File: config.mk
export PLATFORM = sky130hd
export DESIGN_NAME = irq_option_polarity_ctrl
export DESIGN_NICKNAME = d
export VERILOG_FILES = /design/src/irq_ctrl_pkg.sv /design/src/pin_sync.sv /design/src/edge_latch.sv /design/src/irq_option_polarity_ctrl.sv
export SDC_FILE = /design/constraint.sdc
export NUM_CORES = 1
export LEC_CHECK = 0
export BUFFER_PORTS_ARGS = -buffer_cell sky130_fd_sc_hd__buf_2
export CAP_MARGIN = 20
export CORE_ASPECT_RATIO = 0.9
export CORE_MARGIN = 2
export CORE_UTILIZATION = 54
export CTS_BUF_LIST = sky130_fd_sc_hd__clkbuf_8 sky130_fd_sc_hd__clkbuf_16
export CTS_CLUSTER_SIZE = 20
export DETAILED_ROUTE_END_ITERATION = 6
export GPL_ROUTABILITY_DRIVEN = 1
export PLACE_DENSITY = 0.85
export SETUP_SLACK_MARGIN = 0.02
export SLEW_MARGIN = 20
export SYNTH_ARGS = -nofsm -noshare
export SYNTH_HDL_FRONTEND = slang
export SYNTH_SLANG_ARGS = --single-unit
File: constraint.sdc
create_clock -name mclk_in -period 10.3 [get_ports mclk_in]
set_clock_uncertainty 0.05 [all_clocks]
set_input_delay 2.06 -clock mclk_in [delete_from_list [all_inputs] [get_ports mclk_in]]
set_output_delay 2.06 -clock mclk_in [all_outputs]
set_load 0.01 [all_outputs]
File: src/irq_ctrl_pkg.sv
// Package: register map, field positions and shared types of the interrupt controller
package irq_ctrl_pkg;

  // Register byte addresses (offsets are all multiples of four: index x4)
  localparam logic [7:0] OPTION_IDX = 8'hC8;
  localparam logic [7:0] POLARITY_IDX = 8'hDA;
  localparam logic [9:0] OPTION_ADDR = {OPTION_IDX, 2'b00};
  localparam logic [9:0] POLARITY_ADDR = {POLARITY_IDX, 2'b00};
  // Own control/status registers
  localparam logic [9:0] CORE_STATUS_ADDR = 10'h3E0;

  // Option register fields
  localparam int OPT_LEVEL_BIT = 6;
  localparam int OPT_EDGE_BIT = 5;
  localparam int OPT_ENABLE_BIT = 4;
  localparam logic [7:0] OPTION_RESET = 8'h00;
  localparam logic [7:0] OPTION_WMASK = 8'h70;

  // Polarity register fields
  localparam int POL_PORTB_BIT = 0;
  localparam int POL_PORTA_BIT = 1;
  localparam int POL_PORTC_BIT = 2;
  localparam int POL_PORTD_BIT = 3;
  localparam int POL_PORTE_BIT = 4;
  localparam logic [7:0] POLARITY_RESET = 8'h00;
  localparam logic [7:0] POLARITY_WMASK = 8'h1F;

  // AXI response codes
  localparam logic [1:0] RESP_OKAY = 2'b00;
  localparam logic [1:0] RESP_SLVERR = 2'b10;

  // Peripheral event bundle with its enables
  typedef struct packed {
    logic timer_overflow_flag;
    logic timer_irq_enable;
    logic conversion_done_flag;
    logic converter_irq_enable;
    logic byte_received_flag;
    logic receive_irq_enable;
    logic byte_sent_flag;
    logic transmit_irq_enable;
  } src4_events_t;

  typedef struct packed {
    logic reload_timer_overflow_flag;
    logic reload_overflow_irq_enable;
    logic capture_one_flag;
    logic capture_one_irq_enable;
    logic capture_two_flag;
    logic capture_two_irq_enable;
    logic compare_zero_flag;
    logic compare_zero_irq_enable;
    logic compare_match_flag;
    logic compare_match_irq_enable;
  } src3_events_t;

  // Core handshake
  typedef struct packed {
    logic instr_end;      // Instruction boundary sample point
    logic return_from_irq_instr;
    logic in_stop_wait;   // Core sleeping in stop or wait
  } core_req_t;

  typedef enum logic [2:0] {
    MODE_NORMAL = 3'b001,
    MODE_IRQ = 3'b010,
    MODE_NMI = 3'b100
  } core_mode_t;

endpackage : irq_ctrl_pkg

File: src/pin_sync.sv
// Two-flop synchroniser bank for port pin interrupt inputs
`timescale 1ns/1ps
module pin_sync #(
  parameter int WIDTH = 5
) (
  input wire logic mclk_in,
  input wire logic rst_n_in,
  input wire logic [WIDTH-1:0] async_in,
  output logic [WIDTH-1:0] sync_out
);
  logic [WIDTH-1:0] meta_r;
  logic [WIDTH-1:0] sync_r;

  // Pins idle high; reset to inactive level so no edge at release
  always_ff @(posedge mclk_in or negedge rst_n_in) begin
    if (!rst_n_in) begin
      meta_r <= '1;
      sync_r <= '1;
    end else begin
      meta_r <= async_in;
      sync_r <= meta_r;
    end
  end

  assign sync_out = sync_r;
endmodule : pin_sync

File: src/edge_latch.sv
// Edge or level request latch for one interrupt source line
`timescale 1ns/1ps
module edge_latch (
  input wire logic mclk_in,
  input wire logic rst_n_in,
  input wire logic line_in,      // Active-high request level
  input wire logic level_mode_in,
  input wire logic ack_in,       // Service routine start
  output logic req_out
);
  logic prev_r;
  logic pend_r;
  logic pend_nxt;
  wire rise = line_in & ~prev_r;

  // Set wins over a clear in the same cycle
  assign pend_nxt = level_mode_in ? 1'b0 : (rise | (pend_r & ~ack_in));

  always_ff @(posedge mclk_in or negedge rst_n_in) begin
    if (!rst_n_in) begin
      prev_r <= 1'b0;
      pend_r <= 1'b0;
    end else begin
      prev_r <= line_in;
      pend_r <= pend_nxt;
    end
  end

  // Level mode stores nothing; line sampled directly
  assign req_out = level_mode_in ? line_in : pend_r;
endmodule : edge_latch

File: src/irq_option_polarity_ctrl.sv
// Interrupt controller: option/polarity registers, source logic, vectoring
//
// Contract
// On return-from-interrupt, restore prior flag set and reload PC from stack.
// Option register is write-only; reads return no stored value; its bits 6..4 still read back in the status register.
// Option register clears on reset; maskable interrupts disabled.
// Level/edge bit set makes source 1 level, clear makes it edge.
// Edge polarity bit chooses the triggering edge of source 2.
// Global enable set enables all; clear disables all but non-maskable.
// With global enable low, non-maskable serviced but wakes nothing.
// Option bit 7 and bits 3..0 unused; writes ignored.
// Timer, converter, receive, send events gated and ORed onto source 4.
// Reload timer overflow, captures, zero, compare gated onto source 3.
// Polarity register read/write; bits 4..0 ports E,D,C,A,B.
// Polarity bit set inverts the port's interrupt sense.
// Polarity register clears on reset.
// Port C drives source 0; falling edge, rising when bit set.
// Ports B, D drive source 2 edges; each set bit flips sense.
// Ports A, E drive source 1; edge or level per option bit.
// Edge sets latch, cleared at routine start; one extra edge kept.
// Level requests not stored; sampled at instruction end.
// Maskable served by fixed priority 1..4; no mutual pre-emption.
// Non-maskable request latched, cleared when its routine begins.
// Port pin inputs synchronised before edge detection.
//
// The AXI4-Lite slave port was left to the implementer.
`timescale 1ns/1ps
module irq_option_polarity_ctrl #(
  parameter int PORT_WIDTH = 8,
  parameter int STACK_DEPTH = 6,
  parameter int PC_WIDTH = 12
) (
  input wire logic mclk_in,
  input wire logic rst_n_in,
  // AXI4-Lite slave
  input wire logic [9:0] s_axi_awaddr,
  input wire logic s_axi_awvalid,
  output logic s_axi_awready,
  input wire logic [31:0] s_axi_wdata,
  input wire logic [3:0] s_axi_wstrb,
  input wire logic s_axi_wvalid,
  output logic s_axi_wready,
  output logic [1:0] s_axi_bresp,
  output logic s_axi_bvalid,
  input wire logic s_axi_bready,
  input wire logic [9:0] s_axi_araddr,
  input wire logic s_axi_arvalid,
  output logic s_axi_arready,
  output logic [31:0] s_axi_rdata,
  output logic [1:0] s_axi_rresp,
  output logic s_axi_rvalid,
  input wire logic s_axi_rready,
  // Port pins, active level chosen by polarity
  input wire logic [PORT_WIDTH-1:0] port_a_pins_in,
  input wire logic [PORT_WIDTH-1:0] port_b_pins_in,
  input wire logic [PORT_WIDTH-1:0] port_c_pins_in,
  input wire logic [PORT_WIDTH-1:0] port_d_pins_in,
  input wire logic [PORT_WIDTH-1:0] port_e_pins_in,
  input wire logic [PORT_WIDTH-1:0] port_a_irq_en_in,
  input wire logic [PORT_WIDTH-1:0] port_b_irq_en_in,
  input wire logic [PORT_WIDTH-1:0] port_c_irq_en_in,
  input wire logic [PORT_WIDTH-1:0] port_d_irq_en_in,
  input wire logic [PORT_WIDTH-1:0] port_e_irq_en_in,
  input wire logic spi_irq_in,
  // Peripheral events
  input wire irq_ctrl_pkg::src4_events_t src4_events_in,
  input wire irq_ctrl_pkg::src3_events_t src3_events_in,
  // Core side
  input wire irq_ctrl_pkg::core_req_t core_in,
  input wire logic [PC_WIDTH-1:0] core_pc_in,
  input wire logic [1:0] core_flags_in,
  output logic take_irq_out,
  output logic [2:0] irq_source_out,
  output logic [PC_WIDTH-1:0] vector_out,
  output logic irq_ret_out,
  output logic [PC_WIDTH-1:0] return_pc_out,
  output logic [1:0] restore_flags_out,
  output logic wake_out,
  output logic [2:0] core_mode_out
);
  import irq_ctrl_pkg::*;

  localparam int PTR_W = $clog2(STACK_DEPTH + 1);
  localparam logic [PC_WIDTH-1:0] VEC_SRC0 = 12'hFFC;
  localparam logic [PC_WIDTH-1:0] VEC_SRC1 = 12'hFF6;
  localparam logic [PC_WIDTH-1:0] VEC_SRC2 = 12'hFF4;
  localparam logic [PC_WIDTH-1:0] VEC_SRC3 = 12'hFF2;
  localparam logic [PC_WIDTH-1:0] VEC_SRC4 = 12'hFF0;

  // Any pin of a port with interrupt enabled at active-low level
  function automatic logic port_low(input logic [PORT_WIDTH-1:0] pins,
                                    input logic [PORT_WIDTH-1:0] en);
    port_low = |(~pins & en);
  endfunction : port_low

  logic [7:0] option_r;
  logic [7:0] polarity_r;
  logic [4:0] port_sync;
  logic aw_held_r;
  logic w_held_r;
  logic [9:0] awaddr_r;
  logic [31:0] wdata_r;
  logic [3:0] wstrb_r;
  logic bvalid_r;
  logic [1:0] bresp_r;
  logic rvalid_r;
  logic [31:0] rdata_r;
  logic [1:0] rresp_r;
  core_mode_t mode_r;
  core_mode_t prev_mode_r;
  logic [PC_WIDTH-1:0] pc_stack_r [STACK_DEPTH];
  logic [1:0] flag_stack_r [STACK_DEPTH];
  logic [PTR_W-1:0] sp_r;
  logic take_r;
  logic [2:0] src_r;
  logic [PC_WIDTH-1:0] vec_r;
  logic ret_r;
  logic [PC_WIDTH-1:0] ret_pc_r;
  logic [1:0] ret_flags_r;

  wire src1_level_edge_sel = option_r[OPT_LEVEL_BIT];
  wire src2_edge_polarity = option_r[OPT_EDGE_BIT];
  wire global_irq_enable = option_r[OPT_ENABLE_BIT];

  // Raw port lines: low when any enabled pin is low
  wire [4:0] port_raw = {
    ~port_low(port_e_pins_in, port_e_irq_en_in),
    ~port_low(port_d_pins_in, port_d_irq_en_in),
    ~port_low(port_c_pins_in, port_c_irq_en_in),
    ~port_low(port_a_pins_in, port_a_irq_en_in),
    ~port_low(port_b_pins_in, port_b_irq_en_in)};

  // Pins pass two flops before any edge detection
  pin_sync #(.WIDTH(5)) u_sync (
    .mclk_in(mclk_in),
    .rst_n_in(rst_n_in),
    .async_in(port_raw),
    .sync_out(port_sync)
  );

  // Active-high requests; polarity bit flips the sense
  wire act_a = ~port_sync[0 + POL_PORTA_BIT] ^ polarity_r[POL_PORTA_BIT];
  wire act_e = ~port_sync[POL_PORTE_BIT] ^ polarity_r[POL_PORTE_BIT];
  wire act_c = ~port_sync[POL_PORTC_BIT] ^ polarity_r[POL_PORTC_BIT];
  // Edge select adds a second inversion for source 2
  wire act_b = ~port_sync[POL_PORTB_BIT] ^ polarity_r[POL_PORTB_BIT]
               ^ src2_edge_polarity;
  wire act_d = ~port_sync[POL_PORTD_BIT] ^ polarity_r[POL_PORTD_BIT]
               ^ src2_edge_polarity;

  wire ack0 = take_r && src_r == 3'd0;
  wire ack1 = take_r && src_r == 3'd1;
  wire ack2 = take_r && src_r == 3'd2;
  logic req0;
  logic req1a;
  logic req1e;
  logic req2b;
  logic req2d;

  // Source 0 latched, cleared as its routine begins
  edge_latch u_src0 (.mclk_in(mclk_in), .rst_n_in(rst_n_in),
    .line_in(act_c), .level_mode_in(1'b0), .ack_in(ack0), .req_out(req0));
  // Source 1: level or edge chosen by option bit
  edge_latch u_src1a (.mclk_in(mclk_in), .rst_n_in(rst_n_in),
    .line_in(act_a), .level_mode_in(src1_level_edge_sel), .ack_in(ack1),
    .req_out(req1a));
  edge_latch u_src1e (.mclk_in(mclk_in), .rst_n_in(rst_n_in),
    .line_in(act_e), .level_mode_in(src1_level_edge_sel), .ack_in(ack1),
    .req_out(req1e));
  edge_latch u_src2b (.mclk_in(mclk_in), .rst_n_in(rst_n_in),
    .line_in(act_b), .level_mode_in(1'b0), .ack_in(ack2), .req_out(req2b));
  edge_latch u_src2d (.mclk_in(mclk_in), .rst_n_in(rst_n_in),
    .line_in(act_d), .level_mode_in(1'b0), .ack_in(ack2), .req_out(req2d));

  // Peripheral events gated by their own enables; levels, never stored
  wire src4 = (src4_events_in.timer_overflow_flag
               & src4_events_in.timer_irq_enable)
            | (src4_events_in.conversion_done_flag
               & src4_events_in.converter_irq_enable)
            | (src4_events_in.byte_received_flag
               & src4_events_in.receive_irq_enable)
            | (src4_events_in.byte_sent_flag
               & src4_events_in.transmit_irq_enable);
  wire src3 = (src3_events_in.reload_timer_overflow_flag
               & src3_events_in.reload_overflow_irq_enable)
            | (src3_events_in.capture_one_flag
               & src3_events_in.capture_one_irq_enable)
            | (src3_events_in.capture_two_flag
               & src3_events_in.capture_two_irq_enable)
            | (src3_events_in.compare_zero_flag
               & src3_events_in.compare_zero_irq_enable)
            | (src3_events_in.compare_match_flag
               & src3_events_in.compare_match_irq_enable);

  wire src1 = req1a | req1e | spi_irq_in;
  wire src2 = req2b | req2d;
  // Maskable sources off unless global enable set
  wire [4:1] mreq = {src4, src3, src2, src1} & {4{global_irq_enable}};
  // Non-maskable pre-empts anything except itself
  wire nmi_ok = req0 && mode_r != MODE_NMI;
  // Maskable only from normal mode, no nesting
  wire mask_ok = |mreq && mode_r == MODE_NORMAL;
  wire stack_full = sp_r == PTR_W'(STACK_DEPTH);
  // A return executed by the core with a non-empty stack is never dropped, or the stack skews
  wire do_ret = core_in.return_from_irq_instr && core_in.instr_end
                && sp_r != '0;
  // Sampled only at an instruction boundary; a return there goes first
  wire take_now = core_in.instr_end && !take_r && !stack_full && !do_ret
                  && (nmi_ok || mask_ok);
  wire [2:0] pick = nmi_ok ? 3'd0 : mreq[1] ? 3'd1 : mreq[2] ? 3'd2 :
                    mreq[3] ? 3'd3 : 3'd4;
  wire [PC_WIDTH-1:0] pick_vec = pick == 3'd0 ? VEC_SRC0 :
                                 pick == 3'd1 ? VEC_SRC1 :
                                 pick == 3'd2 ? VEC_SRC2 :
                                 pick == 3'd3 ? VEC_SRC3 : VEC_SRC4;
  wire [PTR_W-1:0] top = sp_r - PTR_W'(1);

  // Vectoring, context stack and mode tracking
  always_ff @(posedge mclk_in or negedge rst_n_in) begin
    if (!rst_n_in) begin
      take_r <= 1'b0;
      src_r <= 3'd0;
      vec_r <= '0;
      ret_r <= 1'b0;
      ret_pc_r <= '0;
      ret_flags_r <= 2'b00;
      sp_r <= '0;
      mode_r <= MODE_NORMAL;
      prev_mode_r <= MODE_NORMAL;
    end else begin
      take_r <= take_now;
      ret_r <= do_ret;
      if (take_now) begin
        src_r <= pick;
        vec_r <= pick_vec;
        sp_r <= sp_r + PTR_W'(1);
        prev_mode_r <= mode_r;
        mode_r <= pick == 3'd0 ? MODE_NMI : MODE_IRQ;
      end else if (do_ret) begin
        ret_pc_r <= pc_stack_r[top];
        ret_flags_r <= flag_stack_r[top];
        sp_r <= top;
        mode_r <= prev_mode_r;
        prev_mode_r <= MODE_NORMAL;
      end
    end
  end

  // Stack store has no reset; guarded by the pointer
  always_ff @(posedge mclk_in) begin
    if (take_now) begin
      pc_stack_r[sp_r] <= core_pc_in;
      flag_stack_r[sp_r] <= core_flags_in;
    end
  end

  // Wake needs global enable, even for the non-maskable line
  assign wake_out = core_in.in_stop_wait && global_irq_enable
                    && (req0 || |mreq);
  assign take_irq_out = take_r;
  assign irq_source_out = src_r;
  assign vector_out = vec_r;
  assign irq_ret_out = ret_r;
  assign return_pc_out = ret_pc_r;
  assign restore_flags_out = ret_flags_r;
  assign core_mode_out = mode_r;

  // AXI write: address and data latched in either order
  wire wr_fire = aw_held_r && w_held_r && !bvalid_r;
  wire wr_opt = awaddr_r == OPTION_ADDR;
  wire wr_pol = awaddr_r == POLARITY_ADDR;
  wire wr_known = wr_opt || wr_pol || awaddr_r == CORE_STATUS_ADDR;
  assign s_axi_awready = !aw_held_r;
  assign s_axi_wready = !w_held_r;
  assign s_axi_bvalid = bvalid_r;
  assign s_axi_bresp = bresp_r;

  always_ff @(posedge mclk_in or negedge rst_n_in) begin
    if (!rst_n_in) begin
      aw_held_r <= 1'b0;
      w_held_r <= 1'b0;
      awaddr_r <= '0;
      wdata_r <= '0;
      wstrb_r <= '0;
      bvalid_r <= 1'b0;
      bresp_r <= RESP_OKAY;
    end else begin
      if (s_axi_awvalid && !aw_held_r) begin
        aw_held_r <= 1'b1;
        awaddr_r <= {s_axi_awaddr[9:2], 2'b00};
      end
      if (s_axi_wvalid && !w_held_r) begin
        w_held_r <= 1'b1;
        wdata_r <= s_axi_wdata;
        wstrb_r <= s_axi_wstrb;
      end
      if (wr_fire) begin
        aw_held_r <= 1'b0;
        w_held_r <= 1'b0;
        bvalid_r <= 1'b1;
        bresp_r <= wr_known ? RESP_OKAY : RESP_SLVERR;
      end else if (bvalid_r && s_axi_bready) begin
        bvalid_r <= 1'b0;
      end
    end
  end

  // Register file; only whole-byte writes, unused bits dropped
  always_ff @(posedge mclk_in or negedge rst_n_in) begin
    if (!rst_n_in) begin
      option_r <= OPTION_RESET;
      polarity_r <= POLARITY_RESET;
    end else if (wr_fire && wstrb_r[0]) begin
      if (wr_opt) begin
        option_r <= wdata_r[7:0] & OPTION_WMASK;
      end
      if (wr_pol) begin
        polarity_r <= wdata_r[7:0] & POLARITY_WMASK;
      end
    end
  end

  // AXI read; option register gives zero, its used bits read back via the status register
  wire [9:0] raddr = {s_axi_araddr[9:2], 2'b00};
  wire [31:0] status_word = {21'd0, sp_r[2:0] & 3'(STACK_DEPTH > 0 ? 7 : 0),
                             mode_r, 2'b00, global_irq_enable,
                             src1_level_edge_sel, src2_edge_polarity};
  wire [31:0] rd_value = raddr == POLARITY_ADDR ? {24'd0, polarity_r} :
                         raddr == CORE_STATUS_ADDR ? status_word :
                         32'd0;
  wire rd_known = raddr == POLARITY_ADDR || raddr == OPTION_ADDR
                  || raddr == CORE_STATUS_ADDR;
  assign s_axi_arready = !rvalid_r;
  assign s_axi_rvalid = rvalid_r;
  assign s_axi_rdata = rdata_r;
  assign s_axi_rresp = rresp_r;

  always_ff @(posedge mclk_in or negedge rst_n_in) begin
    if (!rst_n_in) begin
      rvalid_r <= 1'b0;
      rdata_r <= '0;
      rresp_r <= RESP_OKAY;
    end else if (s_axi_arvalid && !rvalid_r) begin
      rvalid_r <= 1'b1;
      rdata_r <= rd_value;
      rresp_r <= rd_known ? RESP_OKAY : RESP_SLVERR;
    end else if (rvalid_r && s_axi_rready) begin
      rvalid_r <= 1'b0;
    end
  end
endmodule : irq_option_polarity_ctrl

==> impl_metrics.tcl, run 1 <==
set metrics [dict create \
    tightest_slew_ps 821 \
    die_width_microns 129 \
    ys_dominant_reg_cell "edfxtp_1" \
    clkLatencyLatePin_ps 420 \
    drt-pass1-iter-count 5 \
    setup_tns_ps 0 \
    fillers 966 \
    place_ws_ps 4760 \
    start_util_pct 54.6 \
    cpMaxStageDelayCell "a222oi_1" \
    cp_top_family "compound AO/OA/AOI/OAI gates" \
    hpwl_microns 11300 \
    synth_top_area_cell "edfxtp_1" \
    drtAntennaViolNets 0 \
    cts-buffers-inserted 17 \
    nNetsFinal 950 \
    grt_usage_pct 23.1 \
    cts_hold_buf 0 \
    criticalPathCategory "in2out" \
    cts_sinks 177 \
    yosys_warnings 0 \
    vias 5185 \
    via_per_inst 5.45 \
    gp_congestion 0.903 \
    finalCritPeriodShare_pct 54.1 \
    grt_max_degree 83 \
    fin_crit_ps 5580 \
    syn_inst 566 \
    crit_path_cell_trace "buf_2, a222oi_1, and3_1, nand3_4, o211a_1, buf_2" \
    drc 0 \
    regArea_sq_mm 0.00487 \
    grt_overflow 0 \
    cts_tree "yes" \
    worst-endpoint-arrival_ps 3470 \
    diodes 0 \
    synth.ff_latch_count 177 \
    worstPathRequired_ps 8190 \
    grt_pass1_vias 5202 \
    cp_slowest_stage_delay_ps 440 \
    grt_pass1_wl_microns 26100 \
    cp-start-kind "input port" \
    fmax_ghz 0.179 \
    setup_viol 0 \
    yosysSeqAreaShare_pct 64.3 \
    cts.htree.levels 4 \
    final-hold-violation-count 0 \
    end_kind "output port" \
    critPathMaxFanout 5 \
    outcome "finished clean" \
    num_rows 41 \
    drt_iter0_markers 478 \
    die_area_sq_mm 0.0150 \
    hp-class "reg2reg" \
    post_cts_buffers 0 \
    cp_num_buf_inv 2 \
    multi_input_area_sq_mm 0.00228 \
    cts_buffer_depth 2 \
    rsz0062_at_grt "no" \
    synth_top_area_share_pct 33.3 \
    synth_async_sr_flop_share_pct 52.5 \
    core-area_sq_mm 0.0139 \
    numPortBuffers 198 \
    path_clk_slew_ps 60 \
    drv_slew 0 \
    relSlewSlack_pct 45.3 \
    cts_resized 0 \
    fin_util_pct 66.7 \
    setup_ws_ps 4720 \
    powerDensity_mw_per_mm2 231 \
    wire_per_inst_microns 17.3 \
    leakage_uw 0.00419 \
    synth_edf_count 84 \
    syn_avg_cell_area_sq_um 13.4 \
    ir_drop_mv 0.139 \
    antenna_found_initial 0 \
    synth_area_sq_mm 0.00756 \
    root_buffer "clkbuf_16" \
    final_layout_size_suffix_gt1_share_pct 39.4 \
    area_growth_pct 22.2 \
    synthDistinctLibCells 60 \
    wl_microns 16400 \
    die_y_microns 116 \
    whs_ps 307 \
    crit_top_cell "buf_2" \
    synthTopCellsByArea "edfxtp_1 33%, dfrtp_1 27%, dfstp_2 4.2%" \
    ios 255 \
    maxCapViolCount 0 \
]
==> synth_stat cells, types with 9 or more instances <==
library cell	count
nor4_1	12
dfstp_2	12
o22ai_1	21
o21ai_0	37
mux4_2	14
nand2_1	48
buf_4	33
mux2i_1	15
clkbuf_1	9
dfrtp_1	81
mux2_2	23
a22o_1	13
inv_1	60
edfxtp_1	84
==> per-layer routing <==
metal  wire [microns]  vias up  part of all wire [%]  GRT usage (%)
li1                 -     2416                     -              -
met2             8370      249                    51           39.5
met3             1200       22                   7.3           5.18
met4              263        0                   1.6           8.19
met1             6600     2498                    40           29.3
met5                0        -                     0              0
==> flip-flops by register name, summed over array words and instances, names as in the netlist, 2 cells and up <==
signal             count
awaddr_r               8
wdata_r                7
prev_mode_r            3
restore_flags_out      2
core_mode_out          3
vector_out             4
u_sync.sync_out        5
option_r               3
pc_stack_r            72
return_pc_out         12
s_axi_rdata           11
u_sync.meta_r          5
irq_source_out         3
polarity_r             5
sp_r                   3
flag_stack_r          12
==> cell usage in the layout (no fill, tap or decap), types with 7 or more instances in the layout <==
master / count
nand2_1: 48
dfrtp_1: 80
o21ai_0: 37
mux4_2: 14
inv_1: 60
nor2_1: 7
edfxtp_1: 84
dfstp_2: 12
clkbuf_16: 17
conb_1: 24
buf_4: 10
mux2i_1: 15
buf_2: 197
mux2_2: 23
o22ai_1: 21
a22o_1: 13
==> worst reg2reg max path, delay by kind of cell, from the launching register on <==
kind,cells,cell delay [ps]
fa+ha+maj,1,290
simple gates,3,390
compound gates,2,900
buf+inv,3,1090
flops,1,340
==> cells by family (layout without fill, tap and decap cells) <==
| group | after synthesis | after routing | synth area share [%] |
|---|---|---|---|
| buffers and inverters | 110 | 301 | 7.18 |
| DFF | 177 | 177 | 64.3 |
| muxes | 52 | 52 | 9.58 |
| adders and majority gates | 4 | 4 | 0.662 |
| and+or+nand+nor | 104 | 104 | 7.24 |
| other | 1 | 24 | 0.0496 |
| AOI/OAI and AO/OA | 107 | 107 | 9.71 |
| xor gates and xnor gates | 11 | 11 | 1.27 |
==> final timing paths <==
path | start | end | slack (ps) | depth (start not counted)
max in group asynchronous | rst_n_in | sp_r[0]$_DFFE_PN0P_ | 7790 | 2
worst max-delay path | src3_events_in[9] | wake_out | 4720 | 6
worst min-delay path | u_sync.meta_r[1]$_DFF_PN1_ | u_sync.sync_out[1]$_DFF_PN1_ | 310 | 0
min in group asynchronous | rst_n_in | return_pc_out[11]$_DFFE_PN0P_ | 1420 | 1
worst min register to register | u_sync.meta_r[1]$_DFF_PN1_ | u_sync.sync_out[1]$_DFF_PN1_ | 310 | 0
worst max register to register | sp_r[0]$_DFFE_PN0P_ | pc_stack_r[5][8]$_DFFE_PP_ | 6980 | 9
==> where the power goes <==
group          switching [uW]  internal (uW)  total (uW)  leakage [uW]
Combinational             317            258         575       0.00206
Clock                     283            341         624      0.000276
Sequential               82.7            855         938       0.00186
Total                     683           1450        2140       0.00419
==> cell type report <==
| cell class | instances | share of cell area (%) |
|---|---|---|
| Clock buffer | 17 | 4.60 |
| Clock inverter | 15 | 1.68 |
| Inverter | 61 | 2.48 |
| Multi-Input combinational cell | 302 | 24.7 |
| Sequential cell | 177 | 52.6 |
| Tap cell | 172 | 2.33 |
| Timing Repair Buffer | 208 | 11.6 |
==> metrics by stage <==
| step | instance area (sq um) | cells | power [uW] |
|---|---|---|---|
| detailed placement | 8660 | 920 | 1520 |
| floorplan | 7650 | 589 | 1340 |
| global route | 9240 | 952 | 2260 |
| CTS | 9240 | 952 | 2150 |
| finish | 9240 | 952 | 2140 |
| global placement | 8660 | 920 | 1490 |
(Power assumes the default switching activity.)
==> inputs of run 2 (changes only) <==
--- a/config.mk
+++ b/config.mk
@@ -9,12 +9,12 @@
 export CAP_MARGIN = 20
 export CORE_ASPECT_RATIO = 0.9
 export CORE_MARGIN = 2
-export CORE_UTILIZATION = 54
+export CORE_UTILIZATION = 50
 export CTS_BUF_LIST = sky130_fd_sc_hd__clkbuf_8 sky130_fd_sc_hd__clkbuf_16
 export CTS_CLUSTER_SIZE = 20
 export DETAILED_ROUTE_END_ITERATION = 6
 export GPL_ROUTABILITY_DRIVEN = 1
-export PLACE_DENSITY = 0.85
+export PLACE_DENSITY = 0.79
 export SETUP_SLACK_MARGIN = 0.02
 export SLEW_MARGIN = 20
 export SYNTH_ARGS = -nofsm -noshare
==> constraint.sdc (replaced) <==
create_clock -name mclk_in -period 5.8 [get_ports mclk_in]
set_clock_uncertainty 0.05 [all_clocks]
set_input_delay 1.16 -clock mclk_in [delete_from_list [all_inputs] [get_ports mclk_in]]
set_output_delay 1.16 -clock mclk_in [all_outputs]
set_load 0.01 [all_outputs]
==> run 2 against run 1 <==
Utilization decreased by 3.7 points. Clock-buffer cell count is the same. First-iteration DRC count decreased by 29%. Clock power is 86% higher. Non-clock buffer count stayed put. Sequential power grew 77%. Die area grew 7.7%. Worst setup slack got worse by 2700 ps. Cell count up 2.7%.
==> impl_metrics.tcl, run 2 (synthesized netlist as in run 1, its figures left out) <==
set metrics [dict create \
    via_per_inst 5.33 \
    grt_usage_pct 20.9 \
    power.total_uw 3840 \
    r2r-start "sp_r[0]$_DFFE_PN0P_" \
    post_cts_buffers 0 \
    diodes 0 \
    fmax_ghz 0.263 \
    rsz0062_at_grt "no" \
    r2r_slack_ps 2560 \
    fin_crit_ps 3810 \
    start_util_pct 51.2 \
    vias 5210 \
    criticalPathCategory "in2out" \
    hp-class "reg2reg" \
    ir_drop_mv 0.214 \
    area_growth_pct 23.1 \
    worst-endpoint-arrival_ps 2600 \
    drv_slew 0 \
    outcome "finished clean" \
    root_buffer "clkbuf_16" \
    cts_hold_buf 0 \
    cp-endpoint "wake_out" \
    grt_max_degree 48 \
    layout_common_cells "197 x buf_2, 84 x edfxtp_1, 80 x dfrtp_1" \
    die_y_microns 121 \
    hpwl_microns 11000 \
    leakage_uw 0.00421 \
    final_layout_size_suffix_gt1_share_pct 39.5 \
    relSlewSlack_pct 47.5 \
    cp_num_buf_inv 2 \
    cpMaxStageDelayCell "a222oi_1" \
    powerDensity_mw_per_mm2 413 \
    die_area_sq_mm 0.0161 \
    final-hold-violation-count 0 \
    fin_cells 978 \
    die_width_microns 134 \
    drt_iter0_markers 339 \
    drc 0 \
    setup_tns_ps 0 \
    whs_ps 304 \
    drtAntennaViolNets 0 \
    setup_viol 0 \
    wire_per_inst_microns 16.4 \
    critPathMaxFanout 5 \
    num_rows 42 \
    numPortBuffers 198 \
    gp_congestion 0.845 \
    path_clk_slew_ps 70 \
    cp_slowest_stage_delay_ps 470 \
    cp-start-kind "input port" \
    worstPathRequired_ps 4590 \
    end_kind "output port" \
    cts_buffer_depth 2 \
    largest_reg_flops 72 \
    r2r_end "pc_stack_r[5][1]$_DFFE_PP_" \
    cts_sinks 177 \
    layout_commonest_cell "buf_2" \
    min-delay-start "u_sync.meta_r[2]$_DFF_PN1_" \
    antenna_found_initial 0 \
    grt_overflow 0 \
    startpoint "src3_events_in[9]" \
    drt-pass1-iter-count 5 \
    cts_resized 0 \
    nNetsFinal 950 \
    tightest_slew_ps 788 \
    cp.depth 6 \
    crit_path_cell_trace "buf_2, a222oi_1, and3_1, nand3_4, o211a_1, buf_2" \
    cts.htree.levels 4 \
    maxCapViolCount 0 \
    grt_pass1_wl_microns 25700 \
    cts-buffers-inserted 17 \
    wl_microns 16000 \
    ios 255 \
    crit_top_cell "buf_2" \
    reg2reg_depth 9 \
    top_register "pc_stack_r" \
    grt_pass1_vias 5365 \
    finalCritPeriodShare_pct 65.6 \
    cp_top_family "compound AO/OA/AOI/OAI gates" \
    cts_tree "yes" \
    dp_cells 946 \
    clkLatencyLatePin_ps 430 \
    core-area_sq_mm 0.0148 \
]
[run 2: cell count changes in the layout (fill, tap and decap cells not counted)]
cell / change
inv_6: +2
clkinv_4: -2
clkinv_8: +3
buf_4: +1
inv_8: -1
inv_12: +1
clkinv_2: -1
clkinv_1: -1
buf_6: -1
clkinvlp_4: -1
[run 2: metal layers]
layer | vias to the layer above | global-route usage (%) | wire (microns)
met4 | 0 | 8.84 | 371
met5 | - | 0 | 0
met2 | 236 | 34.6 | 7850
met1 | 2526 | 26.0 | 6720
met3 | 32 | 5.66 | 1080
li1 | 2416 | - | -
[run 2: worst min path at each step]
stage / depth (start not counted) / endpoint / slack, ps
finish: 0 / u_sync.sync_out[2]$_DFF_PN1_ / 300
global placement: 0 / u_sync.sync_out[4]$_DFF_PN1_ / 300
detailed placement: 0 / u_sync.sync_out[0]$_DFF_PN1_ / 300
global route: 0 / u_sync.sync_out[2]$_DFF_PN1_ / 310
floorplan: 0 / u_sync.sync_out[0]$_DFF_PN1_ / 300
CTS: 0 / u_sync.sync_out[2]$_DFF_PN1_ / 310
[run 2: area by class of cell]
class,count,area (sq um)
inverter,61,229
sequential,177,4870
clock buffer,17,425
clock inverter,15,193
multi-input combinational,302,2280
timing repair buffer,208,1070
fill,1116,5460
tap,198,248
[run 2: metrics by stage]
step / utilization (%) / area (sq um) / setup slack, ps
floorplan: - / 7650 / 1730
global placement: 58.9 / 8690 / 2050
detailed placement: 58.9 / 8690 / 2020
CTS: 63.0 / 9310 / 2010
global route: 63.0 / 9310 / 1890
finish: 63.0 / 9310 / 1990
[run 2: power breakdown]
group / switching [uW] / internal [uW] / total, uW
combinational: 559 / 457 / 1020
sequential: 144 / 1520 / 1660
clock: 539 / 624 / 1160
total: 1240 / 2600 / 3840
[run 2: worst register-to-register path, cell delays in order, from the launching register on]
cell and delay [ps]:
dfrtp_2 340, buf_4 520, inv_1 310, ha_1 270
nor2_1 80, a21oi_1 70, nor3_1 490, a21oi_2 270
nor4_2 200, buf_4 310
==> inputs of run 3 (changes only) <==
--- a/config.mk
+++ b/config.mk
@@ -5,16 +5,17 @@
 export SDC_FILE = /design/constraint.sdc
 export NUM_CORES = 1
 export LEC_CHECK = 0
+export ABC_AREA = 1
 export BUFFER_PORTS_ARGS = -buffer_cell sky130_fd_sc_hd__buf_2
 export CAP_MARGIN = 20
 export CORE_ASPECT_RATIO = 0.9
 export CORE_MARGIN = 2
-export CORE_UTILIZATION = 50
+export CORE_UTILIZATION = 46
 export CTS_BUF_LIST = sky130_fd_sc_hd__clkbuf_8 sky130_fd_sc_hd__clkbuf_16
 export CTS_CLUSTER_SIZE = 20
 export DETAILED_ROUTE_END_ITERATION = 6
 export GPL_ROUTABILITY_DRIVEN = 1
-export PLACE_DENSITY = 0.79
+export PLACE_DENSITY = 0.77
 export SETUP_SLACK_MARGIN = 0.02
 export SLEW_MARGIN = 20
 export SYNTH_ARGS = -nofsm -noshare
==> constraint.sdc (replaced) <==
create_clock -name mclk_in -period 3.4 [get_ports mclk_in]
set_clock_uncertainty 0.05 [all_clocks]
set_input_delay 0.68 -clock mclk_in [delete_from_list [all_inputs] [get_ports mclk_in]]
set_output_delay 0.68 -clock mclk_in [all_outputs]
set_load 0.01 [all_outputs]
==> run 3 against run 2 <==
Clock-buffer cell count is the same. Routed wire length grew 6.5%. Hold slack lost 54 ps. Sequential cell count is the same. Global-route usage shrank 1.5 points. Power grew 33%. Critical path depth grew 6. Utilization shrank 6.2 points. Clock power grew 72%. Area after synthesis grew 2.4%. Die area grew 11%.
==> impl_metrics.tcl, run 3 <==
set metrics [dict create \
    outcome "finished clean" \
    drc 0 \
    pwr-share-comb_pct 11.2 \
    drtAntennaViolNets 0 \
    cp.depth 12 \
    cts_hold_buf 0 \
    yosysMostFrequentCell "nand2_1" \
    crit_path_cell_trace "clkinv_1, buf_4, ha_1, nand2_2, nand2_4, nand4_4, nor4_4, nand2_2, nand2_2, nand2_4, nor2_1, buf_4" \
    synth_async_sr_flop_share_pct 52.5 \
    fin_crit_ps 2740 \
    synth_edf_count 84 \
    hp-class "in2async" \
    end_kind "flip-flop" \
    diodes 0 \
    numPortBuffers 198 \
    wl_microns 17100 \
    via_per_inst 4.98 \
    root_buffer "clkbuf_16" \
    rsz0062_at_grt "no" \
    cts_sinks 177 \
    stdcell_area_sq_mm 0.00947 \
    cp_num_buf_inv 3 \
    synthTopCellsByArea "edfxtp_1 33%, dfrtp_1 26%, nand2_1 6.0%" \
    area_growth_pct 22.2 \
    cts.htree.levels 4 \
    leakage_uw 0.00450 \
    path_clk_slew_ps 70 \
    sw_frac_of_total_pct 25.7 \
    drv_slew 0 \
    worst-endpoint-arrival_ps 2800 \
    top_register "pc_stack_r" \
    hpwl_microns 11600 \
    p_switching_uw 1310 \
    syn_avg_cell_area_sq_um 10.3 \
    die_width_microns 141 \
    p_seq_share_pct 49.4 \
    criticalPathCategory "reg2reg" \
    p_clk_share_pct 39.4 \
    layout_common_cells "197 x buf_2, 124 x nand2_1, 98 x inv_1" \
    synth_area_sq_mm 0.00775 \
    core-area_sq_mm 0.0167 \
    yosysSeqAreaShare_pct 62.8 \
    die_area_sq_mm 0.0179 \
    critPathMaxFanout 18 \
    synth_commonest_cells "124 x nand2_1, 98 x inv_1, 84 x edfxtp_1, 81 x dfrtp_1, 75 x nor2_1" \
    cp_top_family "simple AND/OR/NAND/NOR gates" \
    cp_slowest_stage_delay_ps 380 \
    clkLatencyLatePin_ps 440 \
    grt_pass1_vias 5406 \
    largest_reg_flops 72 \
    grt_max_degree 56 \
    place_area_sq_mm 0.00885 \
    ir_drop_mv 0.309 \
    tightest_slew_ps 752 \
    crit_top_cell "nand2_2" \
    yosys_warnings 0 \
    synthDistinctLibCells 42 \
    cts-buffers-inserted 17 \
    ios 255 \
    syn_inst 752 \
    die_y_microns 127 \
    vias 5838 \
    cpMaxStageDelayCell "dfrtp_1" \
    grt_overflow 0 \
    antenna_found_initial 0 \
    setup_viol 0 \
    synth_top_area_share_pct 32.6 \
    post_cts_buffers 0 \
    final-hold-violation-count 0 \
    synth_top_area_cell "edfxtp_1" \
    setup_tns_ps 0 \
    worstPathRequired_ps 3470 \
    cts_resized 0 \
    start_util_pct 46.5 \
    relSlewSlack_pct 49.8 \
    cp-start-kind "flip-flop" \
    finalCritPeriodShare_pct 80.5 \
    fmax_ghz 0.365 \
    ys_dominant_reg_cell "edfxtp_1" \
    powerDensity_mw_per_mm2 538 \
    final_layout_size_suffix_gt1_share_pct 30.2 \
    maxCapViolCount 0 \
    p_int_uw 3780 \
    drt-pass1-iter-count 5 \
    drt_iter0_markers 319 \
    gp_congestion 0.791 \
    cts_tree "yes" \
    nNetsFinal 1132 \
    reg2reg_depth 12 \
    wire_per_inst_microns 14.5 \
    grt_usage_pct 19.3 \
    grt_pass1_wl_microns 26800 \
    cts_buffer_depth 2 \
    num_rows 45 \
    layout_commonest_cell "buf_2" \
    synth.ff_latch_count 177 \
]
## run 3: cell types whose count changed in the layout (fill, tap and decap cells not counted), sizes merged, moves of 14 or more
cell,change
a31oi,+15
inv,+37
mux2,-19
mux2i,-15
mux4,-14
nand2,+83
nor2,+66
o21ai,+19
or2,+19
## run 3: power by group through the flow
stage | sequential, uW | combinational [uW] | clock, uW
after global placement | 2550 | 554 | 0
after floorplan | 2550 | 355 | 0
after global routing | 2540 | 656 | 2130
after detailed placement | 2560 | 571 | 0
after CTS | 2520 | 577 | 2040
final | 2520 | 570 | 2000
## run 3: path summary, 6_finish.rpt
check / startpoint / to / slack [ps]
max reg2reg: sp_r[0]$_DFFE_PN0P_ / pc_stack_r[4][3]$_DFFE_PP_ / 660
max in group asynchronous: rst_n_in / core_mode_out[0]$_DFFE_PN1P_ / 2330
min reg2reg: u_sync.meta_r[3]$_DFF_PN1_ / u_sync.sync_out[3]$_DFF_PN1_ / 310
max: sp_r[0]$_DFFE_PN0P_ / pc_stack_r[4][3]$_DFFE_PP_ / 660
min in group mclk_in: u_sync.meta_r[3]$_DFF_PN1_ / u_sync.sync_out[3]$_DFF_PN1_ / 310
min: rst_n_in / wdata_r[6]$_DFFE_PN0P_ / 250
## run 3: routing by layer
metal	vias to the layer above	wire length [microns]	track usage, %	part of all wire [%]
met4	0	372	8.00	2.2
met5	-	0	0	0
met3	32	1020	4.65	6.0
met1	2753	7590	25.1	45
li1	2849	-	-	-
met2	204	8070	31.5	47
## run 3: cells by family after synthesis
kind of cell	synth area share (%)
AO/OA/AOI/OAI	10.6
XOR/XNOR	0.791
adder cells (fa/ha/maj)	0.646
buffers and inverters	9.51
flip-flops	62.8
multiplexers	0.581
other	0.0484
AND/OR/NAND/NOR	15.0
## run 3: final cells by class
cell class	instances	area, sq um
well taps	211	264
flip-flops and latches	177	4860
multi-input cells	440	2230
fillers	1395	7190
repair buffers	211	1100
inverters	102	384
clock buffers	17	425
clock inverters	15	196
## run 3: worst register-to-register path: cells and delay by family, from the launching register on
family / cells / cell delay, ps
adder cells (fa/ha/maj): 1 / 190
AND/OR/NAND/NOR: 8 / 1250
buffers and inverters: 3 / 540
flip-flops: 1 / 380
## run 3: metrics by stage
step	total power, uW	utilization (%)	setup slack [ps]	instances	hold slack (ps)
final	5090	56.8	663	1173	250
after CTS	5130	56.8	678	1173	280
after floorplan	2910	-	551	775	295
after global routing	5320	56.8	470	1173	310
after global placement	3110	53.1	703	1141	296
after detailed placement	3130	53.1	646	1141	297
